[config.mk]
export PLATFORM = sky130hd
export DESIGN_NAME = octal_dac_pin_control
export DESIGN_NICKNAME = d
export VERILOG_FILES = /design/src/shared/octal_dac_pkg.sv /design/src/hw/code_bank.sv /design/src/hw/octal_dac_pin_control.sv
export SDC_FILE = /design/constraint.sdc
export NUM_CORES = 1
export LEC_CHECK = 0
export ABC_AREA = 1
export BUFFER_PORTS_ARGS = -buffer_cell sky130_fd_sc_hd__buf_2
export CORE_MARGIN = 8
export CORE_UTILIZATION = 61
export CTS_CLUSTER_DIAMETER = 100
export DETAILED_ROUTE_END_ITERATION = 10
export HOLD_SLACK_MARGIN = 0.03
export PLACE_DENSITY_LB_ADDON = 0.15
export SETUP_SLACK_MARGIN = 0.5
export SYNTH_ARGS = -nofsm -noshare
export SYNTH_HDL_FRONTEND = slang
export SYNTH_SLANG_ARGS = --single-unit
[constraint.sdc]
create_clock -name clk -period 3.15 [get_ports clk]
set_input_delay 0.63 -clock clk [delete_from_list [all_inputs] [get_ports clk]]
set_output_delay 0.63 -clock clk [all_outputs]
set_load 0.03 [all_outputs]
[src/shared/octal_dac_pkg.sv]
// Constants and types for the octal converter pin control block.
// Assumes a single 50 MHz clock domain and 14-bit channel codes.
package octal_dac_pkg;
    localparam int          CHANNELS      = 8;
    localparam int          GROUP_SIZE    = 4;
    localparam int          CODE_WIDTH    = 14;
    localparam int          CHAN_BITS     = 3;
    localparam int          MON_WIDTH     = 5;
    // Monitor register encodings
    localparam logic [4:0]  MON_HIGH_Z    = 5'h00;
    localparam logic [4:0]  MON_CHAN_BASE = 5'h10;
    localparam logic [4:0]  MON_REF_A     = 5'h08;
    localparam logic [4:0]  MON_REF_B     = 5'h09;
    localparam logic [4:0]  MON_OFS_A     = 5'h0A;
    localparam logic [4:0]  MON_OFS_B     = 5'h0B;
    // Reset codes chosen by the reset-value select input, then the sign flip and correction cycles
    localparam logic [13:0] RESET_ZERO    = 14'h0000;
    localparam logic [13:0] RESET_MID     = 14'h2000;
    localparam logic [13:0] SIGN_FLIP     = 14'h2000;
    localparam int          CORR_CYCLES   = 4;

    typedef enum logic [2:0] {
        MSRC_NONE,
        MSRC_CHAN,
        MSRC_REF,
        MSRC_OFS
    } mon_src_t;

    typedef enum logic {
        ENG_IDLE,
        ENG_RUN
    } eng_state_t;
endpackage : octal_dac_pkg

[src/hw/code_bank.sv]
// Eight-entry code memory with registered read port.
// Assumes one writer and one reader on the same clock.
`timescale 1ns/1ps
`default_nettype none
module code_bank
    import octal_dac_pkg::*;
#(
    parameter int WIDTH = CODE_WIDTH,
    parameter int DEPTH = CHANNELS
) (
    input  wire logic                         clk,
    input  wire logic                         rst_b,
    input  wire logic                         clearAll,
    input  wire logic [WIDTH-1:0]             clearValue,
    input  wire logic                         writeEn,
    input  wire logic [$clog2(DEPTH)-1:0]     writeAddr,
    input  wire logic [WIDTH-1:0]             writeData,
    input  wire logic [$clog2(DEPTH)-1:0]     readAddr,
    output var  logic [WIDTH-1:0]             readData
);
    logic [WIDTH-1:0] mem      [DEPTH];
    logic [WIDTH-1:0] next_mem [DEPTH];
    logic [WIDTH-1:0] next_readData;

    always_comb begin
        for (int i = 0; i < DEPTH; i++) begin
            next_mem[i] = mem[i];
            if (clearAll) begin
                next_mem[i] = clearValue;
            end else if (writeEn && writeAddr == i[$clog2(DEPTH)-1:0]) begin
                next_mem[i] = writeData;
            end
        end
        next_readData = mem[readAddr];
    end

    always_ff @(posedge clk or negedge rst_b) begin
        if (!rst_b) begin
            for (int i = 0; i < DEPTH; i++) begin
                mem[i] <= '0;
            end
            readData <= '0;
        end else begin
            mem      <= next_mem;
            readData <= next_readData;
        end
    end
endmodule : code_bank
`default_nettype wire

[src/hw/octal_dac_pin_control.sv]
// Pin control of an octal 14-bit converter: format, busy, clear, latch, monitor.
// Assumes a host writing words on the same clock; pins are synchronised here.
// Operation
// - Channel data: straight binary or two's complement
// - Command words always read as straight binary
// - Busy held low while correction runs
// - Busy open-drain, drives low only, pullup
// - Clear low grounds every output via resistor
// - Clear high, latch low: amplifiers drive outputs
// - Monitor: high-Z or exactly one source
// - Channels 0-3 form group A
// - Channels 4-7 form group B
// - Latch low: transparent, data copied to output
// - Reset low restores selected reset values
`timescale 1ns/1ps
`default_nettype none
module octal_dac_pin_control
    import octal_dac_pkg::*;
#(
    parameter int NCHAN = CHANNELS,
    parameter int WIDTH = CODE_WIDTH
) (
    input  wire logic                 clk,
    input  wire logic                 rst_b,
    input  wire logic                 data_format_select,
    input  wire logic                 clear_outputs_n,
    input  wire logic                 latch_load_n,
    input  wire logic                 reset_value_select,
    input  wire logic                 dataWrite,
    input  wire logic [CHAN_BITS-1:0] dataChannel,
    input  wire logic [WIDTH-1:0]     dataWord,
    input  wire logic                 commandWrite,
    input  wire logic [WIDTH-1:0]     commandWord,
    input  wire logic                 monitorWrite,
    input  wire logic [MON_WIDTH-1:0] monitorWord,
    output var  logic [WIDTH-1:0]     dacCode [NCHAN],
    output var  logic [NCHAN-1:0]     outputGrounded,
    output var  logic [NCHAN-1:0]     outputDriven,
    output var  logic [1:0]           groupOffsetSel,
    output var  logic                 busyOut,
    output var  logic                 busyOe_b,
    output var  logic [WIDTH-1:0]     commandValue,
    output var  logic [MON_WIDTH-1:0] monitorReg,
    output var  logic                 monitorEnable,
    output var  mon_src_t             monitorSource,
    output var  logic [CHAN_BITS-1:0] monitorChannel,
    output var  logic                 monitorGroupB
);
    // Two-flop synchronisers for the level pins
    logic [3:0] pinMeta;
    logic [3:0] pinSync;
    logic       fmtTwos;
    logic       clearLow;
    logic       latchLow;
    logic       rstSelMid;
    assign fmtTwos   = pinSync[0];
    assign clearLow  = ~pinSync[1];
    assign latchLow  = ~pinSync[2];
    assign rstSelMid = pinSync[3];

    always_ff @(posedge clk or negedge rst_b) begin
        if (!rst_b) begin
            pinMeta <= 4'hE;
            pinSync <= 4'hE;
        end else begin
            pinMeta <= {reset_value_select, latch_load_n, clear_outputs_n, data_format_select};
            pinSync <= pinMeta;
        end
    end

    // Reset code is caught after release, from the synchronised select
    // Load spans both synchroniser stages, so the last load sees the real select
    logic [2:0]       resetHold;
    logic [2:0]       next_resetHold;
    logic             resetPending;
    assign resetPending = resetHold[2];
    logic [WIDTH-1:0] resetCode;
    assign resetCode = rstSelMid ? RESET_MID : RESET_ZERO;

    // Incoming data converted to an internal straight-binary code
    logic [WIDTH-1:0] dataBinary;
    always_comb begin
        dataBinary = dataWord;
        if (fmtTwos) begin
            dataBinary = dataWord ^ SIGN_FLIP;
        end
    end

    // Input registers live in the small memory; the read port scans channels
    logic [CHAN_BITS-1:0] scanIdx;
    logic [CHAN_BITS-1:0] next_scanIdx;
    logic [CHAN_BITS-1:0] scanIdxQ;
    logic [WIDTH-1:0]     scanData;

    code_bank #(
        .WIDTH(WIDTH),
        .DEPTH(NCHAN)
    ) u_bank (
        .clk        (clk),
        .rst_b      (rst_b),
        .clearAll   (resetPending),
        .clearValue (resetCode),
        .writeEn    (dataWrite),
        .writeAddr  (dataChannel),
        .writeData  (dataBinary),
        .readAddr   (scanIdx),
        .readData   (scanData)
    );

    // Output latches, copied while latch-load is low
    logic [WIDTH-1:0] next_dacCode [NCHAN];
    logic [WIDTH-1:0] next_commandValue;
    logic [MON_WIDTH-1:0] next_monitorReg;

    always_comb begin
        next_resetHold    = {resetHold[1:0], 1'b0};
        next_scanIdx      = scanIdx + 3'h1;
        next_dacCode      = dacCode;
        next_commandValue = commandValue;
        next_monitorReg   = monitorReg;
        if (resetPending) begin
            for (int i = 0; i < NCHAN; i++) begin
                next_dacCode[i] = resetCode;
            end
        end else if (latchLow) begin
            next_dacCode[scanIdxQ] = scanData;
        end
        if (commandWrite) begin
            next_commandValue = commandWord;
        end
        if (monitorWrite) begin
            next_monitorReg = monitorWord;
        end
    end

    always_ff @(posedge clk or negedge rst_b) begin
        if (!rst_b) begin
            resetHold    <= 3'h7;
            scanIdx      <= '0;
            scanIdxQ     <= '0;
            for (int i = 0; i < NCHAN; i++) begin
                dacCode[i] <= '0;
            end
            commandValue <= '0;
            monitorReg   <= MON_HIGH_Z;
        end else begin
            resetHold    <= next_resetHold;
            scanIdx      <= next_scanIdx;
            scanIdxQ     <= scanIdx;
            dacCode      <= next_dacCode;
            commandValue <= next_commandValue;
            monitorReg   <= next_monitorReg;
        end
    end

    // Output switches per channel, all eight set by the same clear and latch levels
    genvar g;
    generate
        for (g = 0; g < NCHAN; g++) begin : gSwitch
            always_comb begin
                outputGrounded[g] = clearLow;
                outputDriven[g]   = !clearLow && latchLow;
            end
        end
    endgenerate
    assign groupOffsetSel = 2'b10;

    // Correction engine: runs a fixed time after each data write
    eng_state_t engState;
    eng_state_t next_engState;
    logic [2:0] engCount;
    logic [2:0] next_engCount;

    always_comb begin
        next_engState = engState;
        next_engCount = engCount;
        case (engState)
            ENG_IDLE: begin
                if (dataWrite) begin
                    next_engState = ENG_RUN;
                    next_engCount = 3'(CORR_CYCLES - 1);
                end
            end
            ENG_RUN: begin
                // A new write restarts the full correction time
                if (dataWrite) begin
                    next_engCount = 3'(CORR_CYCLES - 1);
                end else if (engCount == 3'h0) begin
                    next_engState = ENG_IDLE;
                end else begin
                    next_engCount = engCount - 3'h1;
                end
            end
            default: begin
                next_engState = ENG_IDLE;
            end
        endcase
    end

    always_ff @(posedge clk or negedge rst_b) begin
        if (!rst_b) begin
            engState <= ENG_IDLE;
            engCount <= '0;
        end else begin
            engState <= next_engState;
            engCount <= next_engCount;
        end
    end

    // Open drain: never drives high, enable low pulls the pin down
    assign busyOut  = 1'b0;
    assign busyOe_b = (engState != ENG_RUN);

    // Monitor decode: one source at most
    always_comb begin
        monitorEnable  = 1'b1;
        monitorSource  = MSRC_NONE;
        monitorChannel = monitorReg[CHAN_BITS-1:0];
        monitorGroupB  = monitorReg[0];
        if (monitorReg[4]) begin
            monitorSource = MSRC_CHAN;
            monitorGroupB = monitorReg[2];
        end else if (monitorReg == MON_REF_A || monitorReg == MON_REF_B) begin
            monitorSource = MSRC_REF;
        end else if (monitorReg == MON_OFS_A || monitorReg == MON_OFS_B) begin
            monitorSource = MSRC_OFS;
        end else begin
            monitorEnable = 1'b0;
        end
    end
endmodule : octal_dac_pin_control
`default_nettype wire

==> results of run 1 <==
==> flip-flops by register name, indices dropped and copies added, names as in the netlist <==
name / flops
u_bank.mem: 112
monitorReg: 5
commandValue: 14
dacCode: 112
scanIdxQ: 3
engState: 1
u_bank.readData: 14
pinSync: 4
scanIdx: 3
resetHold: 3
pinMeta: 4
engCount: 3
==> Yosys cell counts (all sizes together), types with 2 or more instances <==
cell	n	share of area (%)
nand2	468	15
dfrtp	269	56
o21ai	183	7.7
nand3	169	7.2
inv	166	5.2
buf	64	3.3
nor2	33	1.1
clkbuf	29	0.97
mux2	15	1.4
dfstp	9	2.0
ha	3	0.31
a21oi	2	0.083
conb	2	0.062
nand4	2	0.21
o211ai	2	0.12
==> layout by cell type (no fill, tap or decap), types with 3 or more instances in the layout <==
master     netlist  final
o21ai_0        177    177
mux2_2          15     15
clkbuf_16        0     29
nor2_1          29     29
dfstp_2          9      9
nand2_2          5      5
nand3_2          4      4
nor2_2           4      4
ha_1             3      3
buf_2           28    198
nand2_1        463    463
dfrtp_1        269    268
clkbuf_8         0      6
o21ai_2          5      5
conb_1           2      5
inv_1          161    161
inv_2            4      4
clkbuf_1        22     15
buf_4           32     20
nand3_1        165    165
==> power by group through the flow <==
stage / registers (mW) / logic, mW / clock network (mW)
final: 3.82 / 0.774 / 3.18
after global placement: 3.87 / 0.759 / 0
after detailed placement: 3.88 / 0.773 / 0
after floorplan: 3.94 / 0.426 / 0
after CTS: 3.82 / 0.780 / 3.22
after global routing: 3.84 / 0.863 / 3.37
==> layer usage <==
metal | up-vias | track usage (%)
li1 | 4740 | -
met1 | 4787 | 35.2
met2 | 382 | 43.2
met3 | 57 | 3.94
met4 | 0 | 7.55
met5 | - | 0
==> path summary, 6_finish.rpt <==
kind | from | end | slack [ns] | depth (start not counted)
max in group asynchronous | rst_b | resetHold[0] | 2.18 | 2
min | rst_b | dacCode[24] | 0.06 | 1
max | pinSync[1] | outputDriven[0] | 0.76 | 3
max reg2reg | resetHold[2] | u_bank.mem[60] | 1.20 | 3
min reg2reg | pinMeta[3] | pinSync[3] | 0.35 | 0
min in group clk | latch_load_n | pinMeta[2] | 0.20 | 1
==> logic make-up after synthesis <==
| kind of cell | synth area share [%] |
|---|---|
| AO/OA/AOI/OAI | 7.99 |
| adder cells (fa/ha/maj) | 0.311 |
| multiplexers | 1.40 |
| AND/OR/NAND/NOR | 23.1 |
| buffers and inverters | 9.42 |
| other | 0.0621 |
| XOR/XNOR | 0.0725 |
| flip-flops | 57.6 |
==> cell type report <==
type / count / area share, %
repair buffers: 221 / 8.54
clock buffers: 50 / 6.18
multi-input cells: 884 / 28.5
flip-flops and latches: 278 / 49.8
clock inverters: 3 / 0.125
inverters: 166 / 4.47
well taps: 265 / 2.37
==> per-stage QoR <==
| step | util [%] | total power [mW] | instance area, um^2 |
|---|---|---|---|
| 3_5_place_dp | 67.4 | 4.65 | 13100 |
| 6_report | 71.9 | 7.77 | 14000 |
| 3_3_place_gp | 67.4 | 4.63 | 13100 |
| 5_1_grt | 71.9 | 8.06 | 14000 |
| 4_1_cts | 71.9 | 7.82 | 14000 |
| 2_1_floorplan | - | 4.36 | 12100 |
==> summary by stage, run 1 <==
Finish
Summing all multi-input logic gate instances after layout gives 3990 um^2. The sequential cell area is around 7000 um^2. The area growth from synthesis to layout is 15.8%. The number of antenna diodes is 0.

The post-route netlist has about a fifth of its cells at a drive strength greater than 1. The filler cells instantiated in the layout total 1545. The final layout contains 1628 nets. The final cell count without fillers is between 1500 and 2000.

Floorplan
The horizontal die dimension is between 150 and 200 um. The core region is 19500 um^2. The floorplan step defined a die boundary enclosing 24600 um^2. The initial cell density of the core is 62.1%. The initialized floorplan defines 51 standard-cell rows.

In this run the vertical extent of the chip is 157 um. During I/O placement, the number of pins put on the boundary was approximately 200.

Power and ir drop
In this run the power spent charging and discharging nets is 1.98 mW. The maximum ir drop on the vdd rail is 0.000454 V. The combinational fraction of design power is 10.0%. The leakage power figure is ~7.7 nW.

The cell-internal power is between 5 and 6 mW. Of the total power, the clock network draws 40.9%. The switching part of the total power is 25.4%. The sequential group share of total power is 49.1%. In this run the power density over the cells is 555 nW/um^2.

Yosys
The synthesized netlist cell count is 1418. The number of warnings printed during yosys synthesis is 0. A synthesized cell averages approximately 8.5 um^2.

The count of state elements after synthesis is 278. Summing the sequential cell areas from Yosys gives 57.6% of the chip area. The dominant synthesized flop cell is dfrtp_1. The netlist area before placement is 12100 um^2. The share of synthesized registers carrying an async set or reset is 100%. Counting flops with a built-in enable in the synthesized netlist gives 0. The post-synthesis cell type count is 27.

STA
The routed design could run at a clock period as short as 2.39 ns. The final number of max-transition violations is 0. The total negative slack for setup checks is 0 ns. The final-layout worst hold slack is 0.0645 ns. The maximum frequency from static timing analysis is 418 MHz. For the pin with the worst max-slew slack, the measured transition is approximately 0.97 ns.

In this run the tightest slew margin relative to its limit is approximately a third. Of the available clock period, the critical path in the final layout requires 76.0%. The least setup slack across all paths after layout is approximately 0.76 ns. Setup violations remaining at the end of the flow were counted as 0. On the final layout, the worst clock skew is 0.00774 ns. The final-report hold violation count is 0. Setup repair after global routing left no endpoint under its margin.

Critical path
The count of buffering cells on the critical path with inverters included is 2. The highest cell delay on the worst timing path is a little over 0.5 ns. Traced cell by cell, the critical path runs through inv_1 > nor2_1 > buf_2. The critical path is of the reg2out type. The arrival time reported for the critical path endpoint is 1.76 ns. STA puts the critical path data required time at about 2.5 ns.

The maximum fanout along the worst path is 9. The kind of cell adding the most delay to the critical path is flip-flops. The nature of the critical path startpoint is a register. The critical path's slowest cell is dfstp_2. STA classifies the critical path endpoint as a primary output.

Clocking
Hold repair after CTS inserted 0 buffers. The total number of H-tree levels is 1. After clock tree synthesis, the clock-pin slew on the worst setup and hold paths is 0.06 ns. Counting every sink on the clock net gives 278.

The TritonCTS clock tree is built. The total CTS buffers is 29. CTS placed an instance of clkbuf_16 at the clock tree root. Post-CTS timing repair inserted 0 buffers for setup.

The clock network latency to the later pin of the worst-skew pair is ~0.53 ns. Gates resized during post-CTS repair numbered 0. The maximum root-to-sink buffer count is 3.

Placed design
The congestion estimate from routability-driven global placement came to between 0.8 and 0.9. The HPWL reported at the end of detailed placement is roughly 21000 um. Buffers placed on the I/O ports in this run total 199. The setup slack after placement is 1.11 ns.

Including well taps, the total number of placed cells is 1814.

Route
The first-pass iteration count of the detailed router is 5. The number of nets with antenna violations after routing is 0. The via total after detailed routing is 9966. In the final routing, the length of wire on met1 measures 13000 um.

The detailed router used layers up to and including met4. Summed over all nets, wire length on met3 after detailed routing comes to around 2700 um. The total detailed-routing wirelength is 31800 um.

The wire length per cell after detailed routing is 17.0 um. The number of design rule violations left after detail routing is 0. After the first detailed-routing iteration, the DRC count stood at just under 800. The met2 routed wirelength is roughly 15000 um. The vias per cell is 5.34.

Min path
The path category of the worst min-delay check is in2async.

Run status
The run finished with clean final reports.

Global route
The largest net degree at the start of global routing is 80. The number of global-route vias before repair is between 9000 and 10000. The total track usage is 26.1%. Global routing finished with a remaining overflow of 0. The first global-routing pass estimated 51400 um of wire. The initial antenna violation count came to 0.

Flow run
The tool flagged a number of max-cap violations equal to 0.
Note: power is estimated with default switching activity, not from simulation.
==> inputs of run 2 (changes only) <==
Settings changed: CORE_UTILIZATION 61 to 56.
Clock period 3.15 ns to 2.51 ns, I/O delays scaled along.
==> run 2 against run 1 <==
  * Flip-flop and latch count stayed put
  * Clock skew is 0.011 ns higher
  * Wire length is 0.44% higher
  * First-iteration DRC count is 8.6% higher
==> summary by stage, run 2 (same netlist as run 1, synthesis figures left out) <==
Min path
The tightest min-delay check is of the in2reg type. The hold path startpoint is reset_value_select. The destination of the worst hold path is pinMeta[3]. Along the worst hold path, the cell count comes to 1.

Global route
The wire length of the first global-routing pass is 51800 um. The total track usage is 24.0%. The number of global-route vias before repair is approximately 9700.

The residual overflow from global routing is 0. The initial antenna violation count is 0. The largest net degree at the start of global routing is 65.

Floorplan
Measured along the y axis, the die boundary spans 163 um. Once the floorplan was initialized, standard cells occupied 57.3% of the core. In this run the standard cell core region covers 21100 um^2. The floorplan has 53 rows.

The horizontal die dimension is 163 um. The number of ports placed on the die boundary is 204. The full die area is between 20000 and 30000 um^2.

Critical path
The critical path's slowest cell is dfstp_2. The endpoint class of the critical path is a primary output. The worst register-to-register path ends at dacCode[94]. The slack of the worst reg-to-reg path is about 0.7 ns. Data on the critical path is required at its endpoint by 2.01 ns. The arrival time reported for the critical path endpoint is 1.49 ns.

The worst setup path is launched from a register. The category of the critical setup timing path is reg2out. The signal on the critical path passes through inv_4 > nor2_4 > buf_12 > buf_8. The number of cells on the worst reg-to-reg path is 4. For this run, the slowest stage of the critical path takes 0.54 ns. In this run the worst path has a maximum fanout of 8. The startpoint identified for the worst register-to-register timing path is scanIdxQ[2].

Clocking
The maximum root-to-sink buffer count is 3. For the worst-skew pair, the clock arrives at the later sink with an insertion delay of 0.56 ns. The total number of H-tree levels is 1. The cell at the root of the clock tree is clkbuf_16.

Counting the buffers created by CTS gives 30. After clock tree synthesis, the clock-pin slew on the worst setup and hold paths is about 0.06 ns. The clock drives 278 sinks.

The TritonCTS clock tree is built.

STA
The final-report hold violation count is 0. The total setup violations reported at the end of the flow is 0. For this run, the top clock speed supported by timing is around 500 MHz.

Of the available clock period, the critical path in the final layout requires 79.5%. The worst clock skew is 0.0184 ns. The total negative slack for setup checks is 0 ns. The final number of max-transition violations is 0. The remaining max-slew budget at the tightest pin is 47.0%. Setup repair after global routing could not meet its margin everywhere. The worst path in the final design needs a cycle of 2.00 ns, including I/O delays and setup.

For the pin with the worst max-slew slack, the measured transition is 0.792 ns. The final-layout worst hold slack is ~0.067 ns.

Finish
The number of antenna diodes is 0. Cells with a size suffix above 1 make up approximately a fifth of the layout. The fill cell instance count of the final layout is between 1500 and 2000. Compared with the post-synthesis result, the final layout area differs by 18.7%.

The final standard cell area without fillers is 14300 um^2. The number of nets in the layout is 1634. The final cell count without fillers is 1885. In the layout the commonest cells are nand2_1, dfrtp_1, buf_2, o21ai_0, nand3_1. Leaving out fill and tap cells, the most frequent cell in the layout is nand2_1. The largest registers in the layout are dacCode: 112 flops, u_bank.mem: 112 flops.

Route
The count of nets left with antenna violations once routing finished came out at 0. The number of design rule violations left after detail routing is 0. The first-pass iteration count of the detailed router is 7. The count of routing violations after the opening detailed-route iteration is 850. For this block, the routed nets add up to 31900 um of wire. The via total after detailed routing is 9919. The vias per cell is 5.26.

The wire length per cell after detailed routing is 16.9 um.

Placed design
The HPWL reported at the end of detailed placement is 20700 um. The cell area reported after detailed placement is 13200 um^2. The number of cells in the design after placement is 1823. Port buffering added 199 buffers.

At the end of routability-driven placement, the weighted congestion stood at between 0.8 and 0.9.

Power and ir drop
VDD sags by at most 0.000562 V. Combinational cells account for 9.7% of the total power. The switching part of the total power is approximately 25%. The internal power of the cells totals 7.68 mW. Per report_power, the sequential group accounts for 46.5% of the total. The proportion of power drawn by the clock network is 43.9%. For this design the total switching power over the nets is between 2 and 3 mW. The leakage power figure is between 7 and 8 nW. Dividing total power by cell area gives a power density of between 700 and 800 nW/um^2.

Run status
The run finished with clean final reports.

Flow run
The tool flagged a number of max-cap violations equal to 0.
==> run 2: cell types whose count changed in the layout (fill, tap and decap cells not counted), sizes merged <==
cell	change
clkbuf	-12
dlygate4sd3	+3
clkinv	+11
buf	+2
bufinv	+4
inv	+1
clkinvlp	-1
==> run 2: timing repair <==
action	in CTS	in global routing
setup buffers	3	0
hold buffers	3	0
pin swaps	1	1
hold endpoints to repair	57	0
endpoints found under the setup margin	8	9
gates resized for setup	27	2
==> run 2: layer usage <==
layer / wire (um) / share of wire, % / track usage, %
met1: 13900 / 44 / 33.3
met2: 15200 / 47 / 38.8
met3: 2140 / 6.7 / 3.61
met4: 733 / 2.3 / 6.67
met5: 0 / 0 / 0
==> run 2: worst max-delay path: cells and delay by family, from the launching register on <==
| kind | cells | cell delay (ns) |
|---|---|---|
| buffers and inverters | 3 | 0.32 |
| flip-flops | 1 | 0.54 |
| AND/OR/NAND/NOR | 1 | 0.09 |
==> run 2: final cells by class <==
type	count	area [um^2]	area share [%]
clock buffers	38	811	5.65
repair buffers	226	1390	9.66
multi-input cells	884	4000	27.9
inverters	166	628	4.38
well taps	275	344	2.40
flip-flops and latches	278	6970	48.6
clock inverters	18	208	1.45
==> run 2: worst max-delay path by stage <==
stage	cells after the start	start	endpoint
finish	4	pinSync[1]	outputDriven[1]
global route	4	pinSync[1]	outputDriven[1]
CTS	4	pinSync[1]	outputDriven[6]
detailed placement	5	resetHold[2]	dacCode[1]
global placement	5	resetHold[2]	dacCode[1]
floorplan	3	monitorReg[2]	monitorSource[0]
==> run 2: metrics by stage <==
stage / power, mW / setup WS [ns] / util, %
after floorplan: 5.47 / 0.642 / -
after global placement: 5.81 / 0.777 / 62.5
after detailed placement: 5.84 / 0.789 / 62.5
after CTS: 10.4 / 0.472 / 68.0
after global routing: 10.7 / 0.467 / 68.0
final: 10.3 / 0.514 / 68.0
==> run 2: power groups by stage <==
| stage | Clock [mW] | Combinational, mW | Sequential (mW) |
|---|---|---|---|
| floorplan | 0 | 0.535 | 4.94 |
| global placement | 0 | 0.948 | 4.86 |
| detailed placement | 0 | 0.968 | 4.87 |
| CTS | 4.57 | 1.00 | 4.79 |
| global route | 4.76 | 1.11 | 4.81 |
| finish | 4.52 | 0.996 | 4.79 |
